`config.mk`:
```
export PLATFORM = sky130hd
export DESIGN_NAME = dps_pointer_select
export DESIGN_NICKNAME = d
export VERILOG_FILES = /design/src/dps_pointer_select.v
export VERILOG_INCLUDE_DIRS = /design/src
export SDC_FILE = /design/constraint.sdc
export NUM_CORES = 1
export LEC_CHECK = 0
export ABC_AREA = 1
export BUFFER_PORTS_ARGS = -buffer_cell sky130_fd_sc_hd__buf_2
export CORE_MARGIN = 8
export CORE_UTILIZATION = 57
export DETAILED_ROUTE_END_ITERATION = 10
export PLACE_DENSITY = 0.82
export SLEW_MARGIN = 10
export SYNTH_ARGS = -nofsm -noshare
export SYNTH_HDL_FRONTEND = slang
export SYNTH_SLANG_ARGS = --single-unit
export TNS_END_PERCENT = 20
```
`constraint.sdc`:
```
create_clock -name ref_clk -period 6.9 [get_ports ref_clk]
set_clock_uncertainty 0.15 [all_clocks]
set_input_delay 1.725 -clock ref_clk [delete_from_list [all_inputs] [get_ports ref_clk]]
set_output_delay 1.725 -clock ref_clk [all_outputs]
set_load 0.05 [all_outputs]
```
`src/dps_defs.vh`:
```
// dual data pointer select: register offsets, bit positions, reset values
// assumes inclusion by the single design file of this block
`ifndef DPS_DEFS_VH
`define DPS_DEFS_VH

// special function register byte addresses
`define DPS_ADDR_AUX 8'hA2
`define DPS_ADDR_PTR_LO 8'h82
`define DPS_ADDR_PTR_HI 8'h83

// auxiliary control register bit positions
`define DPS_BIT_SEL 0
`define DPS_BIT_ZERO 2
// read mask that clears the constant-zero bit
`define DPS_AUX_ZERO_MASK 8'hFB

// reset values, zero byte and pointer increment step
`define DPS_AUX_RST 8'h00
`define DPS_PTR_RST 16'h0000
`define DPS_BYTE_ZERO 8'h00
`define DPS_PTR_ONE 16'h0001

// pointer operation codes
`define DPS_OP_NONE 3'h0
`define DPS_OP_INC 3'h1
`define DPS_OP_LOAD 3'h2
`define DPS_OP_CODE 3'h3
`define DPS_OP_XRD 3'h4
`define DPS_OP_XWR 3'h5
`define DPS_OP_JMP 3'h6
`define DPS_OP_AUXINC 3'h7

`endif

```
`src/dps_pointer_select.v`:
```
// dual data pointer pair with selector in the auxiliary control register
// assumes a core on the same clock that issues one-cycle operation and
// register-access strobes; all inputs come from logic on ref_clk

`include "dps_defs.vh"

// What this block does
// - two independent 16-bit pointers, each giving full external address
// - auxiliary bit 0 selects pointer: 0 first, 1 second
// - auxiliary bit 2 ignores writes, always reads zero
// - incrementing auxiliary register toggles selector only, carry absorbed
// - pointer operations touch only the selected pointer
// - pointer increment adds one to full 16-bit selected pointer
// - immediate load writes 16-bit constant into selected pointer at once
// - code read addresses program memory at selected pointer plus accumulator
// - external read/write drive selected pointer as 16-bit address
// - indirect jump target is selected pointer plus accumulator
// - low and high bytes of selected pointer separately readable and writable
// - reset clears auxiliary register, selecting the first pointer
module dps_pointer_select (
  input wire ref_clk,
  input wire rst_b,
  input wire [2:0] op_code,
  input wire [15:0] op_imm,
  input wire [7:0] accumulator,
  input wire [7:0] xdata_wdata,
  input wire sfr_wr,
  input wire sfr_rd,
  input wire [7:0] sfr_addr,
  input wire [7:0] sfr_wdata,
  output reg [7:0] sfr_rdata_q,
  output reg sfr_hit_q,
  output reg [15:0] mem_addr_q,
  output reg code_rd_q,
  output reg xdata_rd_q,
  output reg xdata_wr_q,
  output reg [7:0] xdata_out_q,
  output reg jump_q,
  output reg [15:0] jump_target_q,
  output reg pointer_select_q
);

  // ------------------------------------------------------------
  // storage
  // ------------------------------------------------------------
  reg [7:0] aux_q;
  reg [7:0] aux_d;
  wire [15:0] pointer_zero_q;
  wire [15:0] pointer_one_q;
  wire sel_one;
  wire [15:0] data_pointer;
  wire [15:0] ptr_plus_acc;
  wire [7:0] aux_rd;
  wire aux_wr;
  wire lo_wr;
  wire hi_wr;
  wire aux_hit;
  wire lo_hit;
  wire hi_hit;

  // ------------------------------------------------------------
  // operation decode
  // ------------------------------------------------------------
  wire op_inc;
  wire op_load;
  wire op_code_rd;
  wire op_xrd;
  wire op_xwr;
  wire op_jmp;
  wire op_aux_inc;

  // one decode wire per pointer operation
  assign op_inc = (op_code == `DPS_OP_INC);
  assign op_load = (op_code == `DPS_OP_LOAD);
  assign op_code_rd = (op_code == `DPS_OP_CODE);
  assign op_xrd = (op_code == `DPS_OP_XRD);
  assign op_xwr = (op_code == `DPS_OP_XWR);
  assign op_jmp = (op_code == `DPS_OP_JMP);
  assign op_aux_inc = (op_code == `DPS_OP_AUXINC);

  // register byte address decode
  assign aux_hit = (sfr_addr == `DPS_ADDR_AUX);
  assign lo_hit = (sfr_addr == `DPS_ADDR_PTR_LO);
  assign hi_hit = (sfr_addr == `DPS_ADDR_PTR_HI);
  assign aux_wr = sfr_wr && aux_hit;
  assign lo_wr = sfr_wr && lo_hit;
  assign hi_wr = sfr_wr && hi_hit;

  // ------------------------------------------------------------
  // selected pointer
  // ------------------------------------------------------------
  // selector picks pointer
  assign sel_one = aux_q[`DPS_BIT_SEL];
  assign data_pointer = sel_one ? pointer_one_q : pointer_zero_q;
  // pointer plus accumulator
  // zero-extended accumulator; carry out of bit 15 wraps, as an address must
  assign ptr_plus_acc = data_pointer + {`DPS_BYTE_ZERO, accumulator};
  assign aux_rd = aux_q & `DPS_AUX_ZERO_MASK;

  // ------------------------------------------------------------
  // auxiliary control register
  // ------------------------------------------------------------
  // next value from write or from an increment that toggles only the selector
  always @* begin
    aux_d = aux_q;
    if (aux_wr) begin
      aux_d = sfr_wdata;
    end else if (op_aux_inc) begin
      // increment toggles selector
      // the zero bit swallows the carry, so only the selector flips
      aux_d = aux_rd;
      aux_d[`DPS_BIT_SEL] = ~aux_rd[`DPS_BIT_SEL];
    end
    aux_d[`DPS_BIT_ZERO] = 1'b0;
  end

  always @(posedge ref_clk or negedge rst_b) begin
    if (!rst_b) begin
      aux_q <= `DPS_AUX_RST;
    end else begin
      aux_q <= aux_d;
    end
  end

  // ------------------------------------------------------------
  // pointer pair
  // ------------------------------------------------------------
  // one generate copy per pointer; only the selected one updates
  genvar gi;
  generate
    for (gi = 0; gi < 2; gi = gi + 1) begin : g_ptr
      reg [15:0] p_q;
      wire sel;
      // copy 0 follows a clear selector, copy 1 a set one
      assign sel = (gi == 0) ? ~sel_one : sel_one;
      always @(posedge ref_clk or negedge rst_b) begin
        if (!rst_b) begin
          p_q <= `DPS_PTR_RST;
        end else if (sel) begin
          if (op_inc) begin
            p_q <= p_q + `DPS_PTR_ONE;
          end else if (op_load) begin
            p_q <= op_imm;
          end else if (lo_wr) begin
            p_q <= {p_q[15:8], sfr_wdata};
          end else if (hi_wr) begin
            p_q <= {sfr_wdata, p_q[7:0]};
          end
        end
      end
    end
  endgenerate

  // two independent pointers
  // each copy keeps its value while the other is in use
  assign pointer_zero_q = g_ptr[0].p_q;
  assign pointer_one_q = g_ptr[1].p_q;

  // ------------------------------------------------------------
  // memory address path and jump
  // ------------------------------------------------------------
  // registered strobes one cycle after the operation
  always @(posedge ref_clk or negedge rst_b) begin
    if (!rst_b) begin
      mem_addr_q <= `DPS_PTR_RST;
      code_rd_q <= 1'b0;
      xdata_rd_q <= 1'b0;
      xdata_wr_q <= 1'b0;
      xdata_out_q <= `DPS_BYTE_ZERO;
      jump_q <= 1'b0;
      jump_target_q <= `DPS_PTR_RST;
    end else begin
      // strobes are one-cycle pulses; the address holds between operations
      code_rd_q <= op_code_rd;
      xdata_rd_q <= op_xrd;
      xdata_wr_q <= op_xwr;
      jump_q <= op_jmp;
      if (op_code_rd) begin
        mem_addr_q <= ptr_plus_acc;
      end else if (op_xrd || op_xwr) begin
        mem_addr_q <= data_pointer;
      end
      if (op_xwr) begin
        xdata_out_q <= accumulator;
      end
      if (op_jmp) begin
        jump_target_q <= ptr_plus_acc;
      end
    end
  end

  // ------------------------------------------------------------
  // register read port
  // ------------------------------------------------------------
  always @(posedge ref_clk or negedge rst_b) begin
    if (!rst_b) begin
      sfr_rdata_q <= `DPS_BYTE_ZERO;
      sfr_hit_q <= 1'b0;
      pointer_select_q <= 1'b0;
    end else begin
      pointer_select_q <= aux_d[`DPS_BIT_SEL];
      // unmapped reads give zero data and no hit
      sfr_hit_q <= sfr_rd && (aux_hit || lo_hit || hi_hit);
      case (sfr_addr)
        `DPS_ADDR_AUX: sfr_rdata_q <= sfr_rd ? aux_rd : `DPS_BYTE_ZERO;
        `DPS_ADDR_PTR_LO: sfr_rdata_q <= sfr_rd ? data_pointer[7:0] : `DPS_BYTE_ZERO;
        `DPS_ADDR_PTR_HI: sfr_rdata_q <= sfr_rd ? data_pointer[15:8] : `DPS_BYTE_ZERO;
        default: sfr_rdata_q <= `DPS_BYTE_ZERO;
      endcase
    end
  end

endmodule // dps_pointer_select

```
# [Word-level counts from Yosys, hierarchy flattened]
# Cells that the tools add are included.
[word_totals] regBits=92 out_inout_bits=54 wordCells=59 inputBits=55
[classes] mux=14 bitwise=1 reduce_logical=15 n_addsub=3 eq_ne=11
[ops] operator="$mux 16" count=8
[ops] operator="$add 16x1->16 const B" count=2
[ops] operator="$mux 8" count=4
[ops] operator="$eq 8x8->1 const B" count=3
[ops] operator="$pmux 8 s3" count=1
[ops] operator="$add 16x8->16" count=1
[ops] operator="$eq 3x3->1 const B" count=4
[ops] operator="$eq 3x2->1 const B" count=2
[ops] operator="$reduce_and 3->1" count=2
[ops] operator="$reduce_bool 3->1" count=2
[ops] operator="$logic_and 1x1->1" count=4
[ops] operator="$reduce_and 2->1" count=2
[ops] operator="$reduce_bool 2->1" count=2
[ops] operator="$eq 3x1->1 const B" count=1
[ops] operator="$logic_or 1x1->1" count=3
[ops] operator="$ne 3x1->1 const B" count=1
[ops] operator="$mux 1" count=1
[ops] operator="$not 1->1" count=1

# [Longest topological paths before layout]
# Gate-level depths: netlist (run 1).
[depth] ltp_word=6 depth_mapped=17 depth_no_buf=16

# [Least setup slack after synthesis (run 1)]
# No wires, ideal clock.
[synth_path] path_kind="input to register" start="input accumulator[0]" end="register jump_target_q[12]" arrival_time_ns=2.980 path_buffers=0 required_time_ns=6.632 path_slack_ns=3.652 setup_time_ns=0.118 stages=12 cell_sequence="ha_1 fa_1 nand2_1 nand2_1 nand3_1 nand2_1 nand2_1 nand2_1 nand2_1 nand2_1 nand3_1 nand2_1"
[synth_via] elab_chain_cells=1
[synth_rtl] element="from (decl)" line_no="dps_pointer_select.v:25" source="input wire [7:0] accumulator,"
[synth_rtl] element="$add 16x8->16" line_no="dps_pointer_select.v:97" source="assign ptr_plus_acc = data_pointer + {`DPS_BYTE_ZERO, accumulator};"
[synth_rtl] element="to (signal assigned)" line_no="dps_pointer_select.v:171" source="jump_target_q <= `DPS_PTR_RST;"
[synth_rtl] element="to (signal assigned)" line_no="dps_pointer_select.v:187" source="jump_target_q <= ptr_plus_acc;"
[synth_rtl] element="to (decl)" line_no="dps_pointer_select.v:39" source="output reg [15:0] jump_target_q,"
# No other way between the ends.
# A chain may end at the register's enable or synchronous reset.

# [Worst setup path in the final report (run 1)]
[layout_path] start="input op_code[0]" end="register g_ptr[0].p_q[6]"
[layout_via] elab_chain_cells=3 elab_cells_between_ends=6 cone_classes="eq/ne: 2; mux: 2; reduce/logical: 2"
[layout_rtl] element="from (decl)" line_no="dps_pointer_select.v:23" source="input wire [2:0] op_code,"
[layout_rtl] element="$eq 3x1->1 (no source line) / $eq 3x2->1 (equally long branches)"
[layout_rtl] element="$reduce_bool 3->1 (no source line) / $mux 16 (equally long branches)"
[layout_rtl] element="$reduce_and 2->1 (no source line) / $mux 16 (equally long branches)"
[layout_rtl] element="to (signal assigned)" line_no="dps_pointer_select.v:138" source="p_q <= `DPS_PTR_RST;"
[layout_rtl] element="to (signal assigned)" line_no="dps_pointer_select.v:141" source="p_q <= p_q + `DPS_PTR_ONE;"
[layout_rtl] element="to (signal assigned)" line_no="dps_pointer_select.v:143" source="p_q <= op_imm;"
[layout_rtl] element="to (decl)" line_no="dps_pointer_select.v:132" source="reg [15:0] p_q;"
# Several ways; a longest one is shown, not always the timed one.

==> impl_metrics.ini, run 1 <==
[clock_tree]
cts_buffer_depth = 2
cts_tree = built
hold_buffers = 0
clock-root-buffer = clkbuf_8
clk_latency_ns = 0.37
cts_made_buffers = 9
clock-sinks = 92
cts_max_level = 3
clk_pin_slew_ns = 0.10
cts_resized = 0
cts_setup_buffers = 0

[critical_path]
reg2reg_depth = 15
r2r-end = jump_target_q[12]
max_stage_delay_ns = 0.31
path_cells = buf_2, inv_2, nor3_4, buf_4, inv_2, nand2_1, inv_2, nand2_4, nand2_1, nor2_1, a21oi_1
worstReg2RegStart = pointer_select_q
critPathArrivalTime_ns = 3.54
setup.worst_path.class = input pin to register
worstPathMaxFanout = 25
crit_slowest_cell = buf_4
start_kind = input pin
crit_buf_inv = 5
reg2reg_slack_ns = 3.96
end_kind = register
cp.required_ns = 6.99
path_common_cell = inv_2
cpLargestDelayFamily = buffers and inverters

[hold_path]
min_path_cells = 2
hold_path.class = register to register
min_from = xdata_out_q[5]
hold-path-endpoint = xdata_out_q[5]

[global_route]
overflow = 0
grt_pass1_wl_um = 26200
grtUsageTotal_pct = 24.9
antenna_found_initial = 0
grt_max_degree = 59
grt_pass1_vias = 5239

[final_layout]
syn_to_final_growth_pct = 14.2
final_cells = 1098
fin_area_um2 = 6570
layout.nets = 1026
n_antenna_cell = 0
mostFrequentLayoutCells = 381 x nand2_1, 99 x buf_2, 92 x dfrtp_1
drive_gt1_share_pct = 14.9
layout_commonest_cell = nand2_1

[route]
drt-vias-per-instance = 5.40
routed_wl_um = 16400
drt_pass1_iterations = 8
drtIter0Drc = 515
detail_route.wl_per_cell_um = 14.9
vias = 5925
drc = 0
ant_nets = 0

[power_and_ir_drop]
internal_power_mw = 1.30
p_switching_mw = 1.49
seqPwrFrac_pct = 32.7
clkPwrFrac_pct = 13.9
power_density_nw_per_um2 = 425
pwr-share-comb_pct = 53.4
swShare_pct = 53.4
peakVddDrop_mv = 0.255
p_leak_nw = 3.66

[timing]
finalHoldViolCount = 0
worst_pin_slew_ns = 0.975
setup_tns_ns = 0
fmax_ghz = 0.290
max_slew_margin_pct = 34.6
rsz0062_at_grt = false
maxSlewViolCount = 0
layout_min_cycle_time_ns = 3.44
period_share_pct = 49.9
finalSetupViolations = 0

[logic_synthesis]
yosysWarnings = 0
avgSynthCellArea_um2 = 6.66
synth-edff-count = 0
ys.flop_type = dfrtp_1
synthDistinctLibCells = 37
ys_ff_latch = 92
synth_cells = 864
syn_nets = 930
ys_seq_area_share_pct = 40.0
async_flop_share_pct = 100
netlist_area_um2 = 5750

[placement]
gp_congestion = 0.934
hpwl_um = 12400
port_buffers = 100
place_area_um2 = 6360
dpl.cell_count = 1082

[floorplan]
pin_count = 109
core_um2 = 9770
fp.dieH_um = 116
die_w_um = 116
dieArea_um2 = 13600
rows = 36
start_util_pct = 58.9

[status]
status = complete, no violations

[run]
maxCapViolations = 0
-- layer usage --
| metal | vias to the layer above | wire length [um] | GRT usage [%] |
|---|---|---|---|
| met1 | 2698 | 7010 | 32.5 |
| met2 | 257 | 7630 | 41.2 |
| met3 | 39 | 1250 | 3.62 |
| li1 | 2931 | - | - |
| met5 | - | 0 | 0 |
| met4 | 0 | 524 | 8.73 |
-- final cells by class --
| cell class | instances | area, um2 |
|---|---|---|
| fill | 936 | 3210 |
| multi-input combinational | 666 | 3030 |
| tap | 133 | 166 |
| clock inverter | 7 | 82.6 |
| sequential | 92 | 2300 |
| timing repair buffer | 104 | 533 |
| clock buffer | 9 | 124 |
| inverter | 87 | 328 |
-- cells in the mapped netlist, types with 3 or more instances --
master,instances,area [um2]
dfrtp_1,92,2300
inv_2,10,37.5
ha_1,10,125
buf_2,6,30.0
o21ai_0,34,170
nor3_1,5,25.0
xor2_1,10,87.6
nand3_1,77,385
a21oi_1,38,190
o211ai_1,3,22.5
o311ai_0,7,61.3
nand2_1,381,1430
clkbuf_1,10,37.5
nor2_1,68,255
xnor2_1,3,26.3
inv_1,74,278
nand4_1,9,56.3
-- worst min-delay path, stage by stage (launching register included) --
cell	delay, ns
dfrtp_1	0.35
nand2_1	0.05
nand2_1	0.04
-- per-stage QoR --
| stage | power [mW] | util [%] | hold WS (ns) | setup WS (ns) |
|---|---|---|---|---|
| floorplan | 1.99 | - | 0.299 | 3.65 |
| CTS | 2.78 | 67.2 | 0.332 | 3.50 |
| finish | 2.79 | 67.2 | 0.326 | 3.46 |
| global placement | 2.36 | 65.1 | 0.301 | 3.14 |
| global route | 2.99 | 67.2 | 0.361 | 3.32 |
| detailed placement | 2.39 | 65.1 | 0.307 | 3.12 |
-- how the worst max path moves through the flow --
stage | start | end | slack [ns] | depth (start not counted)
after global placement | op_code[2] | jump_target_q[3] | 3.14 | 6
after floorplan | accumulator[0] | jump_target_q[12] | 3.65 | 12
after global routing | op_code[2] | jump_target_q[4] | 3.32 | 6
after CTS | op_code[2] | jump_target_q[4] | 3.50 | 5
after detailed placement | op_code[2] | jump_target_q[4] | 3.12 | 6
final | op_code[0] | g_ptr[0].p_q[6] | 3.46 | 11
-- power by group through the flow --
stage	Sequential (mW)	Combinational (mW)	Clock [mW]
final	0.914	1.49	0.388
after global routing	0.942	1.63	0.412
after CTS	0.907	1.48	0.390
after detailed placement	0.917	1.47	0
after global placement	0.914	1.45	0
after floorplan	1.22	0.768	0
-- flip-flops by register name, summed over array words and instances (netlist names) --
register	count
jump_target_q	16
xdata_rd_q	1
xdata_wr_q	1
jump_q	1
xdata_out_q	8
sfr_hit_q	1
mem_addr_q	16
g_ptr.p_q	32
sfr_rdata_q	8
pointer_select_q	1
aux_q	6
code_rd_q	1
-- kinds of logic (layout without fill, tap and decap cells) --
kind of cell / count (synthesis) / count (layout) / share of synthesized area [%]
buffers and inverters: 106 / 207 / 7.26
XOR/XNOR: 13 / 13 / 1.98
flip-flops: 92 / 92 / 40.0
adder cells (fa/ha/maj): 11 / 11 / 2.52
AO/OA/AOI/OAI: 86 / 86 / 8.22
AND/OR/NAND/NOR: 556 / 556 / 40.0
No activity file was read; power rests on OpenSTA's default activity.
==> run 2: changes to the inputs <==
--- a/config.mk
+++ b/config.mk
@@ -6,12 +6,12 @@
 export SDC_FILE = /design/constraint.sdc
 export NUM_CORES = 1
 export LEC_CHECK = 0
-export ABC_AREA = 1
+export ABC_AREA = 0
 export BUFFER_PORTS_ARGS = -buffer_cell sky130_fd_sc_hd__buf_2
 export CORE_MARGIN = 8
-export CORE_UTILIZATION = 57
+export CORE_UTILIZATION = 50
 export DETAILED_ROUTE_END_ITERATION = 10
-export PLACE_DENSITY = 0.82
+export PLACE_DENSITY = 0.76
 export SLEW_MARGIN = 10
 export SYNTH_ARGS = -nofsm -noshare
 export SYNTH_HDL_FRONTEND = slang
==> constraint.sdc (replaced) <==
create_clock -name ref_clk -period 3 [get_ports ref_clk]
set_clock_uncertainty 0.15 [all_clocks]
set_input_delay 0.75 -clock ref_clk [delete_from_list [all_inputs] [get_ports ref_clk]]
set_output_delay 0.75 -clock ref_clk [all_outputs]
set_load 0.05 [all_outputs]
==> run 2 against run 1 <==
Against the previous run:
- utilization shrank 7.5 points
- die area up 6.6%
- sequential power is 130% higher
- first-iteration DRC count grew 4.3%
- via count decreased by 13%
- non-clock buffer count increased by 26
- critical path type is now register to register
- largest cell class unchanged
- largest power group unchanged
==> impl_metrics.ini, run 2 <==
[status]
status = complete, no violations

[clock_tree]
cts_buffer_depth = 2
cts_made_buffers = 9
clock-sinks = 92
cts_tree = built
hold_buffers = 0
clock-root-buffer = clkbuf_8
clk_pin_slew_ns = 0.11
cts_max_level = 3
clk_latency_ns = 0.38

[placement]
hpwl_um = 12800
gp_congestion = 0.936
place_area_um2 = 6150
port_buffers = 100

[floorplan]
die_w_um = 120
dieArea_um2 = 14500
fp.dieH_um = 120
pin_count = 109
rows = 38
core_um2 = 10700
start_util_pct = 50.8

[route]
drt_pass1_iterations = 5
routed_wl_um = 16500
ant_nets = 0
detail_route.wl_per_cell_um = 19.8
drt-vias-per-instance = 6.16
drtIter0Drc = 537
drc = 0
vias = 5151

[global_route]
grt_pass1_vias = 4964
antenna_found_initial = 0
grt_pass1_wl_um = 26600
grtUsageTotal_pct = 22.9
grt_max_degree = 41
overflow = 0

[power_and_ir_drop]
internal_power_mw = 2.98
clkPwrFrac_pct = 14.2
pwr-share-comb_pct = 50.8
peakVddDrop_mv = 0.649
p_leak_nw = 2.92
seqPwrFrac_pct = 34.9
p_switching_mw = 3.05
power_mw = 6.02
swShare_pct = 50.6
power_density_nw_per_um2 = 944

[logic_synthesis]
synth_common_cells = 92 x dfrtp_1, 76 x nand2_1, 62 x o21ai_0
ys.flop_type = dfrtp_1
synth-edff-count = 0
ys_ff_latch = 92
yosysMostFrequentCell = dfrtp_1
synthTopCellsByArea = dfrtp_1 42%, o21ai_0 5.7%, nand2_1 5.3%, mux2_2 4.8%, a21oi_1 3.6%
netlist.area_leader.share_pct = 42.4
synth_top_cell_by_area = dfrtp_1
ys_seq_area_share_pct = 42.4
avgSynthCellArea_um2 = 9.21
syn_nets = 656
yosysWarnings = 0
async_flop_share_pct = 100
netlist_area_um2 = 5430
synth_cells = 590
synthDistinctLibCells = 70

[timing]
finalSetupViolations = 0
setup_tns_ns = 0
finalHoldViolCount = 0
period_share_pct = 95.7
maxSlewViolCount = 0
holdWs_ns = 0.193
max_slew_margin_pct = 43.7
worst_pin_slew_ns = 0.836
layout_min_cycle_time_ns = 2.87
fmax_ghz = 0.348

[final_layout]
fin_area_um2 = 6380
drive_gt1_share_pct = 26.6
fin_util_pct = 59.7
seqCellArea_um2 = 2300
n_antenna_cell = 0
reg_top3 = g_ptr.p_q (32), jump_target_q (16), mem_addr_q (16)
n_fill_cell = 931
layout.nets = 757
multi_input_area_um2 = 2930
syn_to_final_growth_pct = 17.5
largest-register = g_ptr.p_q
layout_commonest_cell = buf_2
largest_reg_flops = 32
mostFrequentLayoutCells = 99 x buf_2, 91 x dfrtp_1, 76 x nand2_1

[critical_path]
start_kind = register
critPathArrivalTime_ns = 2.97
cp.required_ns = 3.10
setup.worst_path.class = register to register
end_kind = register
worstPathMaxFanout = 8

[run]
maxCapViolations = 0

[hold_path]
hold_path.class = input pin to async pin
[run 2: cell types whose count changed after synthesis, sizes merged, moves of 10 or more]
cell    before  now
a31oi        0   10
a211oi       0   11
mux2i        0   12
nor2        70   32
nand2      385   76
inv         84   11
o21ai       35   64
mux2         0   23
nand3       79   21
clkbuf      10   25
[run 2: kinds of logic after synthesis]
| logic type | synth area share [%] |
|---|---|
| simple gates | 16.8 |
| flops | 42.4 |
| xor+xnor | 2.10 |
| buf+inv | 3.94 |
| compound gates | 25.1 |
| mux | 6.98 |
| fa+ha+maj | 2.67 |
[run 2: layout make-up]
cell class / count / share of cell area (%)
inverters: 11 / 0.647
well taps: 140 / 2.74
multi-input cells: 447 / 45.9
flip-flops and latches: 92 / 36.1
clock inverters: 7 / 1.12
clock buffers: 9 / 1.94
repair buffers: 130 / 11.6
[run 2: per-stage QoR]
stage	cells	worst slack, ns
floorplan	590	0.000584
global placement	816	0.135
detailed placement	816	0.0575
CTS	832	0.0381
global route	836	-0.0557
finish	836	0.129
[run 2: what timing repair did]
action | 4_1_cts | 5_1_grt
gates resized for setup | 0 | 3
setup endpoints to repair | 0 | 16
setup buffers | 0 | 4
[run 2: path summary, 6_finish.rpt]
kind                                        from          endpoint  slack (ns)  cells past startpoint
worst max-delay path            pointer_select_q     mem_addr_q[8]        0.13                      8
worst min-delay path                       rst_b     mem_addr_q[0]        0.19                      1
worst max register to register  pointer_select_q     mem_addr_q[8]        0.13                      8
worst min register to register  jump_target_q[6]  jump_target_q[6]        0.34                      2
max in group asynchronous                  rst_b    xdata_out_q[6]        1.89                      2
min in group ref_clk            jump_target_q[6]  jump_target_q[6]        0.34                      2
[run 2: power by group through the flow]
stage / clock, mW / combinational [mW] / sequential [mW]
after floorplan: 0 / 1.42 / 2.77
after global placement: 0 / 2.93 / 2.09
after detailed placement: 0 / 2.99 / 2.12
after CTS: 0.865 / 3.00 / 2.10
after global routing: 0.925 / 3.30 / 2.17
final: 0.858 / 3.06 / 2.10
[run 2: worst max-delay path, cell delays in order (launching register included)]
cell	delay [ns]
dfrtp_2	0.50
mux2_2	0.40
ha_1	0.23
fa_1	0.44
a211oi_2	0.32
o211ai_1	0.23
nand2_1	0.15
xor2_1	0.22
a21oi_1	0.10
[run 2: layer usage]
layer | vias to the layer above | share of wire, % | global-route usage (%)
li1 | 2411 | - | -
met1 | 2461 | 42 | 30.2
met2 | 240 | 46 | 36.5
met3 | 39 | 8.7 | 4.62
met4 | 0 | 3.4 | 9.06
met5 | - | 0 | 0
==> run 3: changes to the inputs <==
--- a/config.mk
+++ b/config.mk
@@ -8,6 +8,7 @@
 export LEC_CHECK = 0
 export ABC_AREA = 0
 export BUFFER_PORTS_ARGS = -buffer_cell sky130_fd_sc_hd__buf_2
+export CORE_ASPECT_RATIO = 0.6
 export CORE_MARGIN = 8
 export CORE_UTILIZATION = 50
 export DETAILED_ROUTE_END_ITERATION = 10
==> run 3 against run 2 <==
Against the previous run:
- maximum frequency decreased by 2.4%
- utilization grew 1.9 points
- routed wire length rose by 12%
- hold slack better by 0.061 ns
- critical endpoint is now jump_target_q[11]
- die area grew 0.75%
- cell count is 0.36% higher
- sequential share of layout area down 0.67 points
- clock-buffer cell count unchanged
- sequential cell count unchanged
- largest power group unchanged
- clock power grew 34%
- global-route usage up 2.0 points
- non-clock buffer count up 4
- largest cell class unchanged
==> impl_metrics.ini, run 3 (synthesis gave the netlist of run 2 again) <==
[floorplan]
core_um2 = 10600
rows = 29
die_w_um = 151
dieArea_um2 = 14600
pin_count = 109
start_util_pct = 51.4
fp.dieH_um = 96.7

[global_route]
grt_pass1_wl_um = 28800
grt_pass1_vias = 5226
antenna_found_initial = 0
grt_max_degree = 45
grtUsageTotal_pct = 24.9
overflow = 0

[placement]
dpl.cell_count = 823
gp_congestion = 0.979
port_buffers = 100
hpwl_um = 14000

[critical_path]
path_common_cell = buf_4
worstPathMaxFanout = 7
startpoint = pointer_select_q
cp.required_ns = 3.07
start_kind = register
setup.worst_path.class = register to register
path_cells = buf_4, mux2_2, ha_1, a21oi_1, a211oi_1, a221oi_1, buf_4, xnor2_1, o21ai_0
max_stage_delay_ns = 0.47
worstReg2RegStart = pointer_select_q
critPathArrivalTime_ns = 3.01
cpLargestDelayFamily = compound AO/OA/AOI/OAI gates
crit_buf_inv = 2
crit_slowest_cell = ha_1
end_kind = register

[clock_tree]
clk_latency_ns = 0.35
clock-sinks = 92
clk_pin_slew_ns = 0.08
cts_tree = built
hold_buffers = 0
clock-root-buffer = clkbuf_16
cts_buffer_depth = 2
cts_made_buffers = 9
cts_max_level = 3

[status]
status = complete, no violations

[route]
drt_pass1_iterations = 5
routed_wl_um = 18500
detail_route.wl_per_cell_um = 22.0
drtIter0Drc = 788
ant_nets = 0
drt-vias-per-instance = 6.47
drc = 0
vias = 5426

[power_and_ir_drop]
power_density_nw_per_um2 = 995
peakVddDrop_mv = 0.689
p_leak_nw = 2.98
power_mw = 6.47

[timing]
period_share_pct = 98.1
finalHoldViolCount = 0
setup_tns_ns = 0
finalSetupViolations = 0
worst_pin_slew_ns = 0.821
layout_min_cycle_time_ns = 2.94
fmax_ghz = 0.340
rsz0062_at_grt = false
max_slew_margin_pct = 45.0
maxSlewViolCount = 0

[final_layout]
largest_reg_flops = 32
reg_top3 = g_ptr.p_q (32), jump_target_q (16), mem_addr_q (16)
final_cells = 839
mostFrequentLayoutCells = 99 x buf_2, 91 x dfrtp_1, 76 x nand2_1
n_antenna_cell = 0
largest-register = g_ptr.p_q
layout.nets = 761
syn_to_final_growth_pct = 19.7
drive_gt1_share_pct = 26.9
layout_commonest_cell = buf_2

[hold_path]
hold_path.class = input pin to async pin

[run]
maxCapViolations = 0
==> run 3: cell types whose count changed in the layout (fill, tap and decap cells not counted), sizes merged <==
| cell | before | now |
|---|---|---|
| clkinv | 0 | 4 |
| buf | 130 | 134 |
| inv | 18 | 14 |
==> run 3: per-layer routing <==
layer  part of all wire [%]  vias to the layer above  global-route usage [%]
met1                     43                     2605                    34.5
met3                     13                       43                    8.51
met4                    2.0                        0                    7.42
li1                       -                     2416                       -
met2                     43                      362                    35.7
met5                      0                        -                       0
==> run 3: worst paths after layout <==
kind	to	slack [ns]	depth (start not counted)
setup / recovery	jump_target_q[11]	0.06	9
hold / removal	g_ptr[1].p_q[15]	0.25	1
setup reg to reg	jump_target_q[11]	0.06	9
hold reg to reg	jump_target_q[1]	0.33	2
max in group asynchronous	mem_addr_q[4]	1.69	2
min in group ref_clk	jump_target_q[1]	0.33	2
==> run 3: cell type report <==
cell class,count,area [um2]
repair buffers,134,758
clock inverters,7,81.3
inverters,11,41.3
clock buffers,9,225
well taps,139,174
flip-flops and latches,92,2300
fillers,908,4060
multi-input cells,447,2920
==> run 3: per-stage QoR <==
step	cell area, um2	hold slack, ns	worst slack (ns)	util, %
2_1_floorplan	5440	0.304	0.000584	-
3_5_place_dp	6190	0.315	0.0315	58.6
5_1_grt	6500	0.282	0.0135	61.6
3_3_place_gp	6190	0.304	0.156	58.6
6_report	6500	0.254	0.0581	61.6
4_1_cts	6500	0.265	0.0885	61.5
==> run 3: worst reg2reg max path: stages (launching register included) <==
cell,delay [ns]
dfrtp_2,0.41
buf_4,0.18
mux2_2,0.42
ha_1,0.47
a21oi_1,0.18
a211oi_1,0.28
a221oi_1,0.09
buf_4,0.17
xnor2_1,0.31
o21ai_0,0.16
==> run 3: power by group <==
part           total, mW  switching (mW)  internal (mW)
combinational       3.22            2.22           1.00
sequential          2.10           0.438           1.66
clock               1.15           0.554          0.594
==> run 3: timing repair <==
action / CTS / global route
setup buffers: 0 / 0
endpoints found under the hold margin: 0 / 0
resized for setup: 0 / 2
setup endpoints to repair: 0 / 10
